`src/hw/bfsp_pkg.sv`:
```
`default_nettype none

package bfsp_pkg;

    localparam int unsigned FLASH_AW = 15;
    localparam int unsigned CNT_W    = 32;
    localparam int unsigned CLK_PERIOD_NS = 40;

    // Flash geometry, word addresses
    localparam logic [FLASH_AW-1:0] FLASH_LAST_WORD  = 15'h7fff;
    localparam logic [FLASH_AW-1:0] APP_RESET_VECTOR = 15'h0000;
    localparam logic [FLASH_AW-1:0] HALT_SECT_START  = 15'h7000;

    // Boot section size per fuse code, in words
    localparam logic [FLASH_AW-1:0] BOOT_WORDS_FUSE_11 = 15'h0200;
    localparam logic [FLASH_AW-1:0] BOOT_WORDS_FUSE_10 = 15'h0400;
    localparam logic [FLASH_AW-1:0] BOOT_WORDS_FUSE_01 = 15'h0800;
    localparam logic [FLASH_AW-1:0] BOOT_WORDS_FUSE_00 = 15'h1000;

    // Lock bit pairs packed as {boot_high, boot_low, app_high, app_low}; 1 = unprogrammed
    localparam logic [3:0] LOCKS_ERASED = 4'h0f;
    localparam int unsigned APP_LOCK_LSB  = 0;
    localparam int unsigned BOOT_LOCK_LSB = 2;

    localparam logic FUSE_PROGRAMMED = 1'b0;

    typedef enum logic [3:0] {
        LOCK_MODE_1 = 4'b0001,
        LOCK_MODE_2 = 4'b0010,
        LOCK_MODE_3 = 4'b0100,
        LOCK_MODE_4 = 4'b1000
    } bfsp_lock_mode_t;

    typedef enum logic [2:0] {
        ST_IDLE      = 3'b001,
        ST_BUSY_CONC = 3'b010,
        ST_BUSY_HALT = 3'b100
    } bfsp_state_t;

    typedef enum logic [2:0] {
        OP_PAGE_ERASE  = 3'h0,
        OP_PAGE_WRITE  = 3'h1,
        OP_PAGE_LOAD   = 3'h2,
        OP_LOCK_SET    = 3'h3,
        OP_READ_ENABLE = 3'h4
    } bfsp_op_t;

    typedef struct packed {
        logic                valid;
        bfsp_op_t            op;
        logic [FLASH_AW-1:0] addr;
        logic [3:0]          lock_data;
    } bfsp_spm_req_t;

    typedef struct packed {
        logic                valid;
        logic [FLASH_AW-1:0] addr;
    } bfsp_rd_req_t;

    typedef struct packed {
        logic                start;
        bfsp_op_t            op;
        logic [FLASH_AW-1:0] addr;
    } bfsp_flash_cmd_t;

endpackage

`default_nettype wire

```
`src/hw/bfsp_sync.sv`:
```
`default_nettype none

module bfsp_sync #(
    parameter int unsigned WIDTH = 1
) (
    input  wire logic             clk,
    input  wire logic             reset,
    input  wire logic [WIDTH-1:0] async_in,
    output logic      [WIDTH-1:0] sync_out
);

    logic [WIDTH-1:0] meta_ff;

    always_ff @(posedge clk) begin
        if (reset) begin
            meta_ff  <= '0;
            sync_out <= '0;
        end else begin
            meta_ff  <= async_in;
            sync_out <= meta_ff;
        end
    end

endmodule

`default_nettype wire

```
`src/hw/bfsp_boot_flash_protect.sv`:
```
// Overview of operation
// Programming starts only from boot-section code
// Boot code may program any flash page
// Size fuses split sections; pairs guard each
// Concurrent-section program keeps core running, halting-section reads
// Halting-section program stalls core throughout
// Any programming blocks concurrent-section code reads
// Software avoids concurrent-section access while programming
// Busy flag high while concurrent section blocked
// Software clears busy flag before concurrent reads
// Boot section always inside halting section
// Software only programs lock bits; erase clears
// General lock modes ignored by program access
// Lock pair bits decode to modes one-four
// App modes 2,3 forbid app page programming
// App modes 3,4 forbid boot loads from app
// App modes 3,4 mask interrupts in app; the code masks them only while vectors_in_boot is set
// Boot modes 2,3 forbid boot page programming
// Boot modes 3,4 forbid app loads from boot
// Boot modes 3,4 mask interrupts in boot; the code masks them only while vectors_in_boot is clear
// Programmed reset fuse starts at boot section
// Fuses cannot be changed by the core
// Unprogrammed reset fuse selects address zero
// Read-enable write after finish clears busy flag
// Forbidden programming is ignored, no busy period
`default_nettype none

module bfsp_boot_flash_protect #(
    parameter int unsigned PROG_TIME_NS = 4000000,
    parameter int unsigned PROG_CYCLES  = (PROG_TIME_NS + bfsp_pkg::CLK_PERIOD_NS - 1)
                                          / bfsp_pkg::CLK_PERIOD_NS
) (
    input  wire logic                             clk,
    input  wire logic                             reset,
    input  wire logic [1:0]                       boot_size_fuses,
    input  wire logic                             boot_reset_vector_fuse,
    input  wire logic [3:0]                       lock_bits_stored,
    input  wire logic                             chip_erase,
    input  wire logic [bfsp_pkg::FLASH_AW-1:0]    exec_addr,
    input  wire logic                             vectors_in_boot,
    input  wire bfsp_pkg::bfsp_spm_req_t          spm_req,
    input  wire bfsp_pkg::bfsp_rd_req_t           load_req,
    input  wire bfsp_pkg::bfsp_rd_req_t           fetch_req,
    output logic                                  concurrent_section_busy_flag,
    output logic                                  cpu_stall,
    output bfsp_pkg::bfsp_flash_cmd_t             flash_cmd,
    output logic                                  spm_refused,
    output logic                                  load_grant,
    output logic                                  load_deny,
    output logic                                  fetch_fault,
    output logic                                  irq_enable,
    output logic [bfsp_pkg::FLASH_AW-1:0]         reset_vector,
    output logic [3:0]                            lock_bits,
    output logic                                  lock_write
);

    localparam int unsigned AW = bfsp_pkg::FLASH_AW;
    // Edges after reset until the pin synchroniser shows real pin levels
    localparam logic [1:0]  SYNC_FLUSH = 2'h2;

    typedef struct packed {
        bfsp_pkg::bfsp_state_t     state;
        logic [bfsp_pkg::CNT_W-1:0] cnt;
        logic                      busy;
        logic                      stall;
        bfsp_pkg::bfsp_flash_cmd_t cmd;
        logic                      refused;
        logic                      ld_grant;
        logic                      ld_deny;
        logic                      f_fault;
        logic                      irq_en;
        logic [AW-1:0]             rst_vec;
        logic [3:0]                locks;
        logic                      locks_loaded;
        logic [1:0]                settle;
        logic                      lk_write;
    } bfsp_regs_t;

    bfsp_regs_t r_ff;
    bfsp_regs_t nxt_r;

    // Fuses, stored locks and chip erase come from the programming pins
    logic [1:0]    size_s;
    logic          rstfuse_s;
    logic [3:0]    locks_s;
    logic          erase_s;

    bfsp_sync #(
        .WIDTH (8)
    ) u_pin_sync (
        .clk      (clk),
        .reset    (reset),
        .async_in ({boot_size_fuses, boot_reset_vector_fuse, lock_bits_stored, chip_erase}),
        .sync_out ({size_s, rstfuse_s, locks_s, erase_s})
    );

    function automatic bfsp_pkg::bfsp_lock_mode_t lock_mode(input logic [1:0] pair);
        unique case (pair)
            2'b11:   lock_mode = bfsp_pkg::LOCK_MODE_1;
            2'b10:   lock_mode = bfsp_pkg::LOCK_MODE_2;
            2'b00:   lock_mode = bfsp_pkg::LOCK_MODE_3;
            default: lock_mode = bfsp_pkg::LOCK_MODE_4;
        endcase
    endfunction

    function automatic logic write_locked(input bfsp_pkg::bfsp_lock_mode_t m);
        write_locked = (m == bfsp_pkg::LOCK_MODE_2) || (m == bfsp_pkg::LOCK_MODE_3);
    endfunction

    function automatic logic read_locked(input bfsp_pkg::bfsp_lock_mode_t m);
        read_locked = (m == bfsp_pkg::LOCK_MODE_3) || (m == bfsp_pkg::LOCK_MODE_4);
    endfunction

    logic [AW-1:0]             boot_words;
    logic [AW-1:0]             boot_start;
    bfsp_pkg::bfsp_lock_mode_t app_mode;
    bfsp_pkg::bfsp_lock_mode_t boot_mode;
    logic                      exec_boot;
    logic                      tgt_boot;
    logic                      tgt_halt;
    logic                      ld_boot;
    logic                      spm_ok;
    logic                      prog_op;

    always_comb begin
        unique case (size_s)
            2'b11:   boot_words = bfsp_pkg::BOOT_WORDS_FUSE_11;
            2'b10:   boot_words = bfsp_pkg::BOOT_WORDS_FUSE_10;
            2'b01:   boot_words = bfsp_pkg::BOOT_WORDS_FUSE_01;
            default: boot_words = bfsp_pkg::BOOT_WORDS_FUSE_00;
        endcase
        // A size table entry larger than the halting section is clipped to it
        if (boot_words > (bfsp_pkg::FLASH_LAST_WORD - bfsp_pkg::HALT_SECT_START + 15'h0001)) begin
            boot_start = bfsp_pkg::HALT_SECT_START;
        end else begin
            boot_start = bfsp_pkg::FLASH_LAST_WORD - boot_words + 15'h0001;
        end
    end

    // The general lock modes are not inputs here, so they cannot gate access
    assign app_mode  = lock_mode(r_ff.locks[bfsp_pkg::APP_LOCK_LSB +: 2]);
    assign boot_mode = lock_mode(r_ff.locks[bfsp_pkg::BOOT_LOCK_LSB +: 2]);
    assign exec_boot = exec_addr >= boot_start;
    assign tgt_boot  = spm_req.addr >= boot_start;
    assign tgt_halt  = spm_req.addr >= bfsp_pkg::HALT_SECT_START;
    assign ld_boot   = load_req.addr >= boot_start;
    assign prog_op   = (spm_req.op == bfsp_pkg::OP_PAGE_ERASE)
                    || (spm_req.op == bfsp_pkg::OP_PAGE_WRITE);

    always_comb begin
        spm_ok = exec_boot;
        if (prog_op && tgt_boot && write_locked(boot_mode)) begin
            spm_ok = 1'b0;
        end
        if (prog_op && !tgt_boot && write_locked(app_mode)) begin
            spm_ok = 1'b0;
        end
    end

    always_comb begin
        nxt_r           = r_ff;
        nxt_r.cmd.start = 1'b0;
        nxt_r.refused   = 1'b0;
        nxt_r.ld_grant  = 1'b0;
        nxt_r.ld_deny   = 1'b0;
        nxt_r.lk_write  = 1'b0;

        // The synchroniser restarts at zero, which would read as all locks programmed
        if (r_ff.settle != SYNC_FLUSH) begin
            nxt_r.settle = r_ff.settle + 2'h1;
        end else if (!r_ff.locks_loaded) begin
            nxt_r.locks        = locks_s;
            nxt_r.locks_loaded = 1'b1;
        end

        unique case (r_ff.state)
            bfsp_pkg::ST_IDLE: begin
                if (spm_req.valid && r_ff.locks_loaded) begin
                    if (!spm_ok) begin
                        nxt_r.refused = 1'b1;
                    end else if (prog_op) begin
                        nxt_r.cmd.start = 1'b1;
                        nxt_r.cmd.op    = spm_req.op;
                        nxt_r.cmd.addr  = spm_req.addr;
                        nxt_r.cnt       = '0;
                        nxt_r.busy      = 1'b1;
                        if (tgt_halt) begin
                            nxt_r.state = bfsp_pkg::ST_BUSY_HALT;
                            nxt_r.stall = 1'b1;
                        end else begin
                            nxt_r.state = bfsp_pkg::ST_BUSY_CONC;
                        end
                    end else if (spm_req.op == bfsp_pkg::OP_LOCK_SET) begin
                        // Software can only program bits towards zero
                        nxt_r.locks    = r_ff.locks & spm_req.lock_data;
                        nxt_r.lk_write = 1'b1;
                    end else if (spm_req.op == bfsp_pkg::OP_READ_ENABLE) begin
                        nxt_r.busy = 1'b0;
                    end
                end
            end
            bfsp_pkg::ST_BUSY_CONC,
            bfsp_pkg::ST_BUSY_HALT: begin
                // Requests during a busy period are refused, the array is occupied
                if (spm_req.valid) begin
                    nxt_r.refused = 1'b1;
                end
                nxt_r.cnt = r_ff.cnt + 32'h0000_0001;
                if (r_ff.cnt >= PROG_CYCLES[bfsp_pkg::CNT_W-1:0] - 32'h0000_0001) begin
                    nxt_r.state = bfsp_pkg::ST_IDLE;
                    nxt_r.stall = 1'b0;
                end
            end
            default: begin
                nxt_r.state = bfsp_pkg::ST_IDLE;
                nxt_r.stall = 1'b0;
            end
        endcase

        // Only an erase brings locks back; it wins over any software change
        if (erase_s) begin
            nxt_r.locks        = bfsp_pkg::LOCKS_ERASED;
            nxt_r.locks_loaded = 1'b1;
        end

        if (load_req.valid) begin
            if ((r_ff.busy && !(load_req.addr >= bfsp_pkg::HALT_SECT_START))
                || (exec_boot && !ld_boot && read_locked(app_mode))
                || (!exec_boot && ld_boot && read_locked(boot_mode))) begin
                nxt_r.ld_deny  = 1'b1;
            end else begin
                nxt_r.ld_grant = 1'b1;
            end
        end
        // A fetch into a blocked section is flagged; software must not do it
        nxt_r.f_fault = fetch_req.valid && r_ff.busy
                     && !(fetch_req.addr >= bfsp_pkg::HALT_SECT_START);

        nxt_r.irq_en = !((vectors_in_boot && !exec_boot && read_locked(app_mode))
                      || (!vectors_in_boot && exec_boot && read_locked(boot_mode)));

        // Fuses only arrive through the synchroniser; nothing here writes them
        if (r_ff.settle == SYNC_FLUSH) begin
            nxt_r.rst_vec = (rstfuse_s == bfsp_pkg::FUSE_PROGRAMMED)
                          ? boot_start : bfsp_pkg::APP_RESET_VECTOR;
        end
    end

    always_ff @(posedge clk) begin
        if (reset) begin
            r_ff              <= '0;
            r_ff.state        <= bfsp_pkg::ST_IDLE;
            r_ff.locks        <= bfsp_pkg::LOCKS_ERASED;
            r_ff.irq_en       <= 1'b1;
            r_ff.rst_vec      <= bfsp_pkg::APP_RESET_VECTOR;
        end else begin
            r_ff <= nxt_r;
        end
    end

    assign concurrent_section_busy_flag = r_ff.busy;
    assign cpu_stall    = r_ff.stall;
    assign flash_cmd    = r_ff.cmd;
    assign spm_refused  = r_ff.refused;
    assign load_grant   = r_ff.ld_grant;
    assign load_deny    = r_ff.ld_deny;
    assign fetch_fault  = r_ff.f_fault;
    assign irq_enable   = r_ff.irq_en;
    assign reset_vector = r_ff.rst_vec;
    assign lock_bits    = r_ff.locks;
    assign lock_write   = r_ff.lk_write;
endmodule

`default_nettype wire

```
`config.mk`:
```
export PLATFORM = sky130hd
export DESIGN_NAME = bfsp_boot_flash_protect
export DESIGN_NICKNAME = d
export VERILOG_FILES = /design/src/hw/bfsp_pkg.sv /design/src/hw/bfsp_sync.sv /design/src/hw/bfsp_boot_flash_protect.sv
export SDC_FILE = /design/constraint.sdc
export NUM_CORES = 1
export LEC_CHECK = 0
export ABC_AREA = 1
export BUFFER_PORTS_ARGS = -buffer_cell sky130_fd_sc_hd__clkbuf_2
export CORE_MARGIN = 3
export CORE_UTILIZATION = 25
export DETAILED_ROUTE_END_ITERATION = 12
export SYNTH_ARGS = -nofsm -noshare
export SYNTH_HDL_FRONTEND = slang
export SYNTH_SLANG_ARGS = --single-unit
```
`constraint.sdc`:
```
create_clock -name clk -period 2.6 [get_ports clk]
set_clock_uncertainty 0.15 [all_clocks]
set_input_delay 0 -clock clk [delete_from_list [all_inputs] [get_ports clk]]
set_output_delay 0 -clock clk [all_outputs]
set_load 0.01 [all_outputs]
```
==> impl_metrics.yaml <==
synthesis:
  syn_area_um2: 5380
  yosys_warnings: 0
  synth_edf_count: 0
  synth_top_family_by_area: "simple AND/OR/NAND/NOR gates"
  async_reset_ff_frac: 0
  synthTopCellsByArea: "dfxtp_1, nand2_1, nand3_1"
  yosys.area_share.simple: 0.376
  synthAdderAreaFrac: 0.0466
  yosys.area_share.xor_xnor: 0.00326
  syn_inst: 792
  synth_top_area_share: 0.339
  synth_area_leader_cell: "dfxtp_1"
  synth_cell_types: 44
  yosys_most_used_dff: "dfxtp_1"
  yosysSeqAreaShare: 0.339
  avgSynthCellArea_um2: 6.79
  ys_ff_latch: 91
  synth_mux_area_frac: 0.00605
  synth_compound_area_frac: 0.0903
detailed_routing:
  routed-via-count: 5435
  met1_length_um: 7060
  vias_per_cell: 4.53
  drc_errors: 0
  drt_iter0_drc: 322
  top_layer: "met4"
  met3_length_um: 742
  met2_wirelength_um: 7560
  wl_um: 15600
  route.antenna.remaining_nets: 0
  wl_per_cell_um: 13.0
  drtPass1Iterations: 5
place:
  gp_congestion: 0.848
  dp_slack_ns: -0.111
  place_hpwl_um: 11700
  io_buffers: 105
  place_area_um2: 6130
timing:
  rsz0062_at_grt: "yes"
  post-route-period-util: 1.04
  setup_tns_ns: -1.41
  worst_slack_ns: -0.116
  maxSlewHeadroom: 0.578
  fin_crit_ns: 2.72
  hold_violations: 0
  fmaxAchievable_ghz: 0.368
  finalSetupViolations: 35
  tightest_slew_ns: 0.633
  maxSlewViolCount: 0
hold_path:
  hold_path_class: "input port to flop"
  hold_depth: 2
final_layout:
  final_util: 0.330
  final_layout_size_suffix_gt1_frac: 0.228
  fin_nets: 1021
  syn_to_final_growth_pct: 29.4
  fin_area_um2: 6950
  n_antenna_cell: 0
critical_path:
  crit_end: "flash_cmd[2]"
  cp_slowest_cell: "dfxtp_4"
  cp-end-kind: "flop"
  critPathKind: "flop to flop"
  r2r_setup_slack_ns: -0.12
  cp_cell_sequence: "inv_2 > or2_4 > ha_4 > nand2_4 > ha_4 > nand2_2 > or3_4 > nand3_4 > nand2_4 > nor2_4 > buf_6 > nand3_2 > a21oi_1"
  cp_max_fo: 7
  rr_worst_depth: 13
  crit_path_max_incr_delay_ns: 0.38
  worstPathRequired_ns: 2.74
  crit_family: "simple AND/OR/NAND/NOR gates"
  cp-start-kind: "flop"
  cp-startpoint: "u_pin_sync.sync_out[7]"
  cp.depth: 13
  r2r_end: "flash_cmd[2]"
  cp.arrival_ns: 2.86
  worstReg2RegStart: "u_pin_sync.sync_out[7]"
  cp_num_buf_inv: 2
floorplanning:
  core_region_area_um2: 21100
  pin_count: 127
  die-area_um2: 23300
  rows: 53
  start_util: 0.255
  die_h_um: 153
  fp.dieW_um: 153
clock_network:
  root_buffer: "clkbuf_16"
  htree_levels: 3
  clkSinkCount: 91
  cts_max_path_buffers: 2
  cts_buffers: 9
  path_clk_slew_ns: 0.08
  worstSkewPairLatency_ns: 0.36
  cts_tree: "built"
pwr:
  comb_power_share: 0.205
  p_sw_frac: 0.308
  power.density_nw_per_um2: 536
  power_frac_seq: 0.416
  switching_power_mw: 1.15
  internal_power_mw: 2.58
  power.leakage_nw: 2.93
  power.share.clock: 0.379
  peakVddDrop_v: 0.000291
grt:
  grt_pass1_wl_um: 26000
  antenna_found_initial: 0
  grt_use_total: 0.135
  gr-total-overflow: 0
  grt_pass1_vias: 5191
  grt_max_degree: 38
run:
  max_cap_violations: 0
run_status:
  status: "finished, violations left"
  violations: "setup timing"
-- per-layer routing --
metal | track usage | up-vias
met5 | 0 | -
met4 | 0.0373 | 0
met3 | 0.0335 | 15
met2 | 0.224 | 123
met1 | 0.175 | 2484
li1 | - | 2813
-- synthesized netlist by cell type, types with 3 or more instances --
cell type / count
nor3_1: 16
nand4_1: 13
nand3_1: 104
nor4_1: 10
buf_4: 39
buf_6: 4
nand3_2: 3
nand2_1: 162
a21oi_1: 72
o21ai_0: 11
ha_1: 20
buf_2: 5
inv_1: 74
inv_2: 3
dfxtp_1: 91
clkbuf_1: 17
nand3b_1: 11
or2_2: 12
nor2_1: 94
-- cell type report --
cell class / count / area (um^2)
repair buffers: 173 / 1170
clock inverters: 7 / 92.6
multi-input cells: 566 / 3000
inverters: 79 / 297
fillers: 2304 / 14100
well taps: 275 / 344
flip-flops and latches: 91 / 1830
clock buffers: 9 / 225
-- per-stage QoR --
| step | instances | hold slack [ns] | total power [mW] |
|---|---|---|---|
| 2_1_floorplan | 803 | -0.0503 | 2.08 |
| 3_3_place_gp | 1143 | 0.0367 | 2.27 |
| 4_1_cts | 1199 | 0.115 | 3.76 |
| 6_report | 1200 | 0.0838 | 3.73 |
| 5_1_grt | 1200 | 0.150 | 3.96 |
| 3_5_place_dp | 1143 | 0.0391 | 2.28 |
-- layout by cell type, fill, tap and decap left out, types with 3 or more instances in the layout --
cell and n:
nor2_4 4, ha_4 3, inv_2 4, o21ai_0 10, clkbuf_16 9, dfxtp_1 90, nand2_4 3, a21oi_2 6
nor2_1 91, nor4_1 9, nor3_1 15, buf_6 4, nand2_1 155, inv_1 73, clkbuf_2 105, conb_1 12
nand3b_1 11, or2_2 11, dlygate4sd3_1 38, nand3_1 97, nand3_2 10, a21oi_1 67, nand2_2 7, nand4_1 13
buf_4 24, ha_1 17
-- kinds of logic after synthesis --
group / count (synthesis)
flip-flops: 91
AND/OR/NAND/NOR: 437
multiplexers: 3
other: 1
XOR/XNOR: 2
buffers and inverters: 146
AO/OA/AOI/OAI: 92
adder cells (fa/ha/maj): 20
-- power groups by stage --
| stage | combinational (mW) | sequential (mW) | clock (mW) |
|---|---|---|---|
| 6_report | 0.765 | 1.55 | 1.41 |
| 3_3_place_gp | 0.688 | 1.58 | 0 |
| 2_1_floorplan | 0.516 | 1.56 | 0 |
| 4_1_cts | 0.753 | 1.55 | 1.46 |
| 5_1_grt | 0.872 | 1.56 | 1.52 |
| 3_5_place_dp | 0.698 | 1.58 | 0 |
-- worst reg2reg max path: stages (launching register included) --
cell and delay [ns]:
dfxtp_4 0.38, inv_2 0.04, or2_4 0.23, ha_4 0.28, nand2_4 0.06, ha_4 0.28, nand2_2 0.04, or3_4 0.37
nand3_4 0.13, nand2_4 0.07, nor2_4 0.21, buf_6 0.18, nand3_2 0.08, a21oi_1 0.14
-- registers in the layout, indices dropped and copies added, names as in the netlist --
register                      flops
reset_vector                      6
u_pin_sync.meta_ff                8
r_ff                             38
u_pin_sync.sync_out               8
flash_cmd                        19
load_grant                        1
spm_refused                       1
cpu_stall                         1
concurrent_section_busy_flag      1
lock_bits                         4
irq_enable                        1
load_deny                         1
lock_write                        1
fetch_fault                       1
-- how the worst min path moves through the flow --
stage	slack, ns	start	end
floorplan	-0.05	fetch_req[12]	fetch_fault
global placement	0.04	fetch_req[12]	fetch_fault
detailed placement	0.04	fetch_req[12]	fetch_fault
CTS	0.11	exec_addr[8]	lock_write
global route	0.15	reset	r_ff[57]
finish	0.08	reset	r_ff[57]
-- repair_timing --
item	4_1_cts	5_1_grt
resized for setup	12	17
pin swaps	13	8
setup endpoints to repair	59	64
hold endpoints to repair	37	0
gates cloned	1	0
setup buffers	1	1
hold buffers	38	0
(Power assumes the default switching activity.)
